`config.mk`:
```
export PLATFORM = sky130hd
export DESIGN_NAME = scdiv_top
export DESIGN_NICKNAME = d
export VERILOG_FILES = /design/src/rtl/scdiv_pkg.sv /design/src/rtl/scdiv_top.sv
export SDC_FILE = /design/constraint.sdc
export NUM_CORES = 1
export LEC_CHECK = 0
export BUFFER_PORTS_ARGS = -buffer_cell sky130_fd_sc_hd__buf_4
export CORE_MARGIN = 2
export CORE_UTILIZATION = 45
export CTS_BUF_LIST = sky130_fd_sc_hd__clkbuf_8
export DETAILED_ROUTE_END_ITERATION = 6
export PLACE_DENSITY = 0.64
export SKIP_CTS_REPAIR_TIMING = 1
export SLEW_MARGIN = 30
export SYNTH_ARGS = -nofsm -noshare
export SYNTH_HDL_FRONTEND = slang
export SYNTH_SLANG_ARGS = --single-unit
```
`constraint.sdc`:
```
create_clock -name clk -period 1.8 [get_ports clk]
set_input_delay 0 -clock clk [delete_from_list [all_inputs] [get_ports clk]]
set_output_delay 0 -clock clk [all_outputs]
set_load 0.02 [all_outputs]
```
`src/rtl/scdiv_pkg.sv`:
```
// Constants shared by the synchronous clock divider
package scdiv_pkg;
    localparam int SCDIV_STAGES = 3;
    localparam int SCDIV_SYNC_LEN = 3;
    localparam logic [1:0] SCDIV_SKIP_HIGH = 2'h1;
    localparam logic [1:0] SCDIV_SKIP_LOW = 2'h2;
    localparam logic [1:0] SCDIV_SKIP_NONE = 2'h0;
    localparam logic [2:0] SCDIV_SYNC_RST = 3'h0;
    localparam logic SCDIV_FREEZE_RST = 1'b0;
    localparam logic [2:0] SCDIV_CNT_RST = 3'h0;
    localparam int SCDIV_IN_SRC = 0;
    localparam int SCDIV_IN_CLR = 1;
    localparam int SCDIV_IN_HOLD = 2;
    localparam int SCDIV_IN_NUM = 3;
endpackage

```
`src/rtl/scdiv_top.sv`:
```
// Synchronous divide-by-2/4/8 divider with clear and glitch-free hold
`timescale 1ns/10ps
module scdiv_top import scdiv_pkg::*; #(
    parameter int STAGES = SCDIV_STAGES
) (
    // Clock and reset
    input wire logic clk,
    input wire logic sys_rst,
    // Pins from the source side
    input wire logic src_clk,
    input wire logic divider_clear,
    input wire logic hold,
    // Divided outputs
    output logic half_rate_out,
    output logic quarter_rate_out,
    output logic eighth_rate_out
);
    if (STAGES != SCDIV_STAGES) begin : g_bad_stages
        $error("scdiv_top serves exactly three divider stages");
    end

    logic [SCDIV_IN_NUM-1:0] pin_in;
    logic [SCDIV_IN_NUM-1:0] pin_agree;
    logic [SCDIV_IN_NUM-1:0] pin_new;
    logic [SCDIV_IN_NUM-1:0] flt_r;
    logic [SCDIV_IN_NUM-1:0] flt_nxt;
    logic [STAGES-1:0] cnt_r;
    logic [STAGES-1:0] cnt_nxt;
    logic [STAGES-1:0] carry;
    logic [1:0] skip_r;
    logic [1:0] skip_nxt;
    logic freeze_r;
    logic freeze_nxt;
    logic src_rise;
    logic src_fall;
    logic clr_lvl;
    logic clr_release;
    logic advance;

    assign pin_in = {hold, divider_clear, src_clk};

    // Three-stage synchronisers with agreement filter
    for (genvar i = 0; i < SCDIV_IN_NUM; i++) begin : g_sync
        logic [SCDIV_SYNC_LEN-1:0] sh_r;
        always_ff @(posedge clk) begin
            if (sys_rst) begin
                sh_r <= SCDIV_SYNC_RST;
            end else begin
                sh_r <= {sh_r[SCDIV_SYNC_LEN-2:0], pin_in[i]};
            end
        end
        assign pin_agree[i] = (sh_r[1] == sh_r[2]);
        assign pin_new[i] = sh_r[1];
        assign flt_nxt[i] = pin_agree[i] ? pin_new[i] : flt_r[i];
    end

    always_ff @(posedge clk) begin
        if (sys_rst) begin
            flt_r <= SCDIV_SYNC_RST;
        end else begin
            flt_r <= flt_nxt;
        end
    end

    // Edge and level decode
    assign src_rise = !flt_r[SCDIV_IN_SRC] && flt_nxt[SCDIV_IN_SRC];
    assign src_fall = flt_r[SCDIV_IN_SRC] && !flt_nxt[SCDIV_IN_SRC];
    assign clr_lvl = flt_nxt[SCDIV_IN_CLR];
    assign clr_release = flt_r[SCDIV_IN_CLR] && !clr_lvl;

    // Enable flop sampled on falling source edges
    assign freeze_nxt = src_fall ? flt_nxt[SCDIV_IN_HOLD] : freeze_r;

    // Rising edges swallowed after clear release
    assign skip_nxt = clr_lvl ? SCDIV_SKIP_NONE :
        clr_release ? (flt_r[SCDIV_IN_SRC] ? SCDIV_SKIP_HIGH : SCDIV_SKIP_LOW) :
        (src_rise && skip_r != SCDIV_SKIP_NONE) ? skip_r - 2'h1 : skip_r;

    assign advance = src_rise && !freeze_r && !clr_lvl && !clr_release
        && skip_r == SCDIV_SKIP_NONE;

    // Ripple-free synchronous count, one toggle term per stage
    for (genvar b = 0; b < STAGES; b++) begin : g_stage
        if (b == 0) begin : g_lsb
            assign carry[b] = advance;
        end else begin : g_upper
            assign carry[b] = carry[b-1] && cnt_r[b-1];
        end
        assign cnt_nxt[b] = clr_lvl ? 1'b0 : cnt_r[b] ^ carry[b];
    end

    always_ff @(posedge clk) begin
        if (sys_rst) begin
            cnt_r <= SCDIV_CNT_RST;
            skip_r <= SCDIV_SKIP_NONE;
            freeze_r <= SCDIV_FREEZE_RST;
        end else begin
            cnt_r <= cnt_nxt;
            skip_r <= skip_nxt;
            freeze_r <= freeze_nxt;
        end
    end

    assign half_rate_out = cnt_r[0];
    assign quarter_rate_out = cnt_r[1];
    assign eighth_rate_out = cnt_r[2];
endmodule // scdiv_top

```
==> out/metrics.csv, run 1 <==
metric,value,unit
synthAdderAreaFrac,8.75,%
clkSinkCount,18,
r2r_slack,340,ps
drc,0,
cts_buffer_depth,2,
boundaryPins,8,
antenna_found_initial,0,
io_buffers,7,
seq_power_share,54.6,%
cp-start-kind,flip-flop,
place_area,726,sq um
synth-simple-area-share,24.0,%
fin_nets,82,
rsz0062_at_grt,false,
hold_violations,0,
vias,427,
combPwrFrac,3.5,%
design_area,811,sq um
grt_pass1_vias,347,
hold_depth,2,
slew_headroom,81.7,%
htree_levels,1,
setup_viol,0,
worstSkewPairLatency,250,ps
max_freq,0.687,GHz
worst-path-buf-inv,1,
routedWlPerCell,10.9,um
finalCritPeriodShare,80.9,%
drive_gt1_share,17.8,%
holdCritPathClass,in -> reg,
cp-end-kind,flip-flop,
required,1950,ps
diodes,0,
utilization,60.8,%
synth_top_area_cell,dfxtp_1,
run_status,"complete, no violations",
yosys_register_bits,18,
routed_via_density,4.85,
row_count,13,
place.gp.congestion,0.654,
slew_violations,0,
drtIter0Drc,2,
synthDistinctLibCells,21,
cp_max_fo,2,
die_area,1780,sq um
internal_power,617,uW
core_area,1330,sq um
crit_arrival,1600,ps
drt_wl_total,959,um
synth_nets,68,
max_cap_viol_count,0,
ir_drop,908,uV
switching_power,137,uW
swShare,18.2,%
syn_inst,60,
min_to,skip_r[0],
start_util,49.3,%
yosys_warnings,0,
fin_skew,0.990,ps
crit_family,adder cells,
synth_xor_area_share,2.66,%
place_inst,81,
synth_top_family_by_area,simple AND/OR/NAND/NOR gates,
worstReg2RegStart,skip_r[1],
cts-root-buf,clkbuf_8,
fin_tns_setup,0,ps
firstDrtPassIters,2,
die_y,42.2,um
grt_max_degree,18,
synth_top_area_share,54.8,%
min_period,1460,ps
r2r-end,cnt_r[1],
cts_tree,yes,
max_stage_delay,310,ps
cp_common_cell,ha_1,
worst_pin_slew,275,ps
grt-ovfl-total,0,
cp_cell_sequence,"inv_1, ha_1, nand3_1, nor3_1, ha_1, ha_1, and2_1",
synth.cell_area,658,sq um
track_usage,12.9,%
clkPwrFrac,41.9,%
synthTopCellsByArea,"dfxtp_1, nor2b_1, ha_1",
muxShareOfSynthArea,3.04,%
syn_area_per_cell,11.0,sq um
final_cell_mix,"dfxtp_1, nor2b_1, buf_4, nor2_1, clkbuf_8",
grt_pass1_wl,1.61,mm
reg2reg_depth,7,
dpl.hpwl,670,um
synth_compound_area_share,5.13,%
yosysSeqAreaShare,54.8,%
path_class,reg -> reg,
p_per_area,930,nW/um^2
layoutNonFillerInstCount,88,
synthToLayoutAreaGrowth,23.2,%
hold_path_startpoint,sys_rst,
numCtsBuffers,3,
slowest_stage,dfxtp_1,
clk_pin_slew,60,ps
dieWidth,42.2,um
power.leakage,0.000329,uW
ant_nets,0,
final_common_cell,dfxtp_1,
==> synthesized netlist by cell type, drive strengths merged <==
master and number:
dfxtp 18, nor2b 11, nor2 4, ha 3
and2 2, inv 2, maj3 2, mux2i 2
nand2 2, nor3 2, xnor2 2, a2111oi 1
a21oi 1, a31o 1, and4bb 1, clkbuf 1
nand3 1, nor3b 1, nor4 1, o21ai 1
or3b 1
==> sequential cells by signal, indices dropped and copies added (netlist names) <==
register,count
flt_r,3
skip_r,2
g_sync.sh_r,9
freeze_r,1
cnt_r,3
==> worst reg2reg max path, delay by kind of cell (launching register included) <==
kind | cells | cell delay, ps
adder cells (fa/ha/maj) | 3 | 580
AND/OR/NAND/NOR | 3 | 410
flip-flops | 1 | 310
buffers and inverters | 1 | 60
==> per-stage QoR <==
stage          power (uW)  setup slack, ps  hold slack (ps)
3_5_place_dp          442              341              220
3_3_place_gp          441              323              211
2_1_floorplan         430              420             68.9
4_1_cts               763              328            -37.6
5_1_grt               796              185             48.6
6_report              754              344             41.8
==> power by group through the flow <==
stage / clock network [uW] / registers [uW] / logic, uW
4_1_cts: 329 / 411 / 22.1
3_3_place_gp: 0 / 420 / 21.3
6_report: 316 / 412 / 26.7
2_1_floorplan: 0 / 419 / 11.1
5_1_grt: 354 / 412 / 29.2
3_5_place_dp: 0 / 420 / 21.9
==> logic make-up (layout without fill, tap and decap cells) <==
family          Yosys count  count (layout)
simple gates             26              26
flops                    18              18
mux                       2               2
buf+inv                   3              16
compound gates            4               4
fa+ha+maj                 5               5
xor+xnor                  2               2
==> worst max-delay path by stage <==
| stage | from | to | slack (ps) | cells past startpoint |
|---|---|---|---|---|
| final | skip_r[1] | cnt_r[1] | 340 | 7 |
| after global routing | skip_r[0] | cnt_r[2] | 190 | 8 |
| after CTS | skip_r[0] | skip_r[0] | 330 | 5 |
| after detailed placement | skip_r[0] | cnt_r[1] | 340 | 7 |
| after global placement | skip_r[0] | cnt_r[1] | 320 | 7 |
| after floorplan | skip_r[0] | skip_r[0] | 420 | 5 |
==> area by class of cell <==
class | count | area [sq um]
flip-flops and latches | 18 | 360
clock buffers | 4 | 55.1
multi-input cells | 39 | 287
inverters | 2 | 7.51
well taps | 15 | 18.8
repair buffers | 10 | 82.6
fillers | 115 | 523
==> routing by layer <==
| layer | up-vias | GRT usage, % | wire length [um] |
|---|---|---|---|
| met2 | 7 | 17.2 | 479 |
| met3 | 0 | 6.47 | 45 |
| li1 | 225 | - | - |
| met1 | 195 | 16.5 | 433 |
| met4 | 0 | 7.50 | 0 |
| met5 | - | 0 | 0 |
No activity file was read; power rests on OpenSTA's default activity.
==> run 2: changes to the inputs <==
--- a/config.mk
+++ b/config.mk
@@ -5,12 +5,13 @@
 export SDC_FILE = /design/constraint.sdc
 export NUM_CORES = 1
 export LEC_CHECK = 0
+export ABC_AREA = 1
 export BUFFER_PORTS_ARGS = -buffer_cell sky130_fd_sc_hd__buf_4
 export CORE_MARGIN = 2
 export CORE_UTILIZATION = 45
 export CTS_BUF_LIST = sky130_fd_sc_hd__clkbuf_8
 export DETAILED_ROUTE_END_ITERATION = 6
-export PLACE_DENSITY = 0.64
+export PLACE_DENSITY = 0.66
 export SKIP_CTS_REPAIR_TIMING = 1
 export SLEW_MARGIN = 30
 export SYNTH_ARGS = -nofsm -noshare
==> constraint.sdc (replaced) <==
create_clock -name clk -period 1.3 [get_ports clk]
set_input_delay 0 -clock clk [delete_from_list [all_inputs] [get_ports clk]]
set_output_delay 0 -clock clk [all_outputs]
set_load 0.02 [all_outputs]
==> out/metrics.csv, run 2 <==
metric,value,unit
run_status,"complete, but fails checks",
violations,setup timing,
worstSkewPairLatency,250,ps
synthDistinctLibCells,18,
diodes,0,
die_y,43.6,um
n_fill_cell,120,
r2r-end,cnt_r[2],
required,1450,ps
hold_path_startpoint,sys_rst,
multiInputGateArea,309,sq um
min_period,1460,ps
firstDrtPassIters,4,
antenna_found_initial,0,
reg2reg_depth,8,
clkSinkCount,18,
grt_max_degree,13,
largest_register,g_sync.sh_r,
synth_top_area_share,51.2,%
largest_reg_flops,9,
synth_commonest_cells,"inv_1, dfxtp_1, nor2_1",
holdWs,2.28,ps
hold_violations,0,
grt-ovfl-total,0,
ant_nets,0,
cp_max_fo,2,
drt_wl_total,1.27,mm
drtIter0Drc,10,
clk_pin_slew,70,ps
yosys_warnings,0,
top_regs,"g_sync.sh_r x9, cnt_r x3, flt_r x3",
cts-root-buf,clkbuf_8,
design_area,1000,sq um
p_per_area,1070,nW/um^2
final_common_cell,buf_4,
cts_tree,yes,
rsz0062_at_grt,true,
setup_ws,-158,ps
path_class,reg -> reg,
place_area,836,sq um
drc,0,
die_area,1900,sq um
gr-usage-met1,18.4,%
synth_most_common_cell,inv_1,
slew_violations,0,
synthTopCellsByArea,"dfxtp_1, inv_1, nor2_1",
synthFlopType,dfxtp_1,
gr-max-usage-layer,met2,
grt_pass1_wl,2.20,mm
syn_inst,91,
fin_skew,3.61,ps
hold_depth,2,
ir_drop,780,uV
max_freq,0.686,GHz
layoutNonFillerInstCount,131,
cp-start-kind,flip-flop,
max_cap_viol_count,0,
slew_headroom,80.8,%
synth_top_area_cell,dfxtp_1,
use_met2,25.6,%
dpl.hpwl,784,um
worst_pin_slew,285,ps
utilization,67.2,%
synth_edf_count,0,
grt.met3_usage,3.75,%
place.gp.congestion,0.722,
r2r_slack,-160,ps
place_inst,121,
finalCritPeriodShare,112,%
final_cell_mix,"buf_4, nor2_1, inv_1, dfxtp_1, nand2_1",
routed_via_density,4.37,
grt_pass1_vias,562,
io_buffers,7,
syn_area_per_cell,7.74,sq um
cts_buffer_depth,2,
seq_area,365,sq um
synth_nets,99,
fin_nets,124,
synthToLayoutAreaGrowth,42.1,%
dieWidth,43.6,um
yosysSeqAreaShare,51.2,%
holdCritPathClass,in -> reg,
vias,572,
routedWlPerCell,9.67,um
synth.cell_area,704,sq um
cp-end-kind,flip-flop,
numCtsBuffers,3,
crit_arrival,1610,ps
htree_levels,1,
start_util,47.3,%
core_area,1490,sq um
setup_viol,3,
async_flop_share,0,%
worstReg2RegStart,skip_r[1],
boundaryPins,8,
power.leakage,0.000476,uW
yosys_register_bits,18,
row_count,14,
drive_gt1_share,39.1,%
min_to,g_sync[0].sh_r[2],
track_usage,15.6,%
run 2: changes by cell type after synthesis, sizes merged, moves of 11 or more:
cell	delta
nor2	+16
nand2	+15
nor2b	-11
inv	+19
run 2: worst max-delay path by stage:
| stage | endpoint | slack [ps] | from |
|---|---|---|---|
| after global placement | cnt_r[2] | -80 | g_sync[0].sh_r[2] |
| after floorplan | cnt_r[2] | -60 | g_sync[0].sh_r[1] |
| after global routing | cnt_r[2] | -220 | skip_r[1] |
| after CTS | cnt_r[2] | -180 | g_sync[0].sh_r[2] |
| final | cnt_r[2] | -160 | skip_r[1] |
| after detailed placement | cnt_r[2] | -170 | g_sync[0].sh_r[2] |
run 2: worst max-delay path, stage by stage (launching register included):
cell	delay, ps
dfxtp_2	320
inv_2	70
ha_4	140
inv_4	40
nor4_4	250
ha_2	250
ha_4	150
xnor2_2	100
nor2_1	50
run 2: routing by layer:
layer / part of all wire (%) / wire length (um) / up-vias
met1: 45 / 576 / 251
met2: 52 / 656 / 7
met4: 0.79 / 10 / 0
li1: - / - / 312
met3: 1.8 / 23 / 2
met5: 0 / 0 / -
run 2: kinds of logic (layout without fill, tap and decap cells):
kind of cell | Yosys count | after routing | synth area share, %
AND/OR/NAND/NOR | 41 | 41 | 26.3
buffers and inverters | 23 | 47 | 12.4
flip-flops | 18 | 18 | 51.2
AO/OA/AOI/OAI | 5 | 5 | 3.55
adder cells (fa/ha/maj) | 3 | 3 | 5.33
XOR/XNOR | 1 | 1 | 1.24
run 2: where the power goes:
group | switching (uW) | internal (uW) | total (uW)
Combinational | 27.3 | 29.3 | 56.7
Clock | 178 | 269 | 446
Sequential | 4.27 | 563 | 568
Total | 209 | 861 | 1070
run 2: per-stage QoR:
stage               power, uW  setup TNS (ps)  setup slack (ps)
global placement          627            -156             -84.5
floorplan                 608           -90.8             -55.0
global route             1110            -490              -219
CTS                      1080            -312              -177
detailed placement        628            -295              -170
finish                   1070            -310              -158
run 2: final cells by class:
class | instances | share of cell area (%)
Sequential cell | 18 | 36.5
Multi-Input combinational cell | 50 | 30.9
Timing Repair Buffer | 21 | 16.5
Inverter | 22 | 8.63
Clock buffer | 4 | 5.50
Tap cell | 16 | 2.00
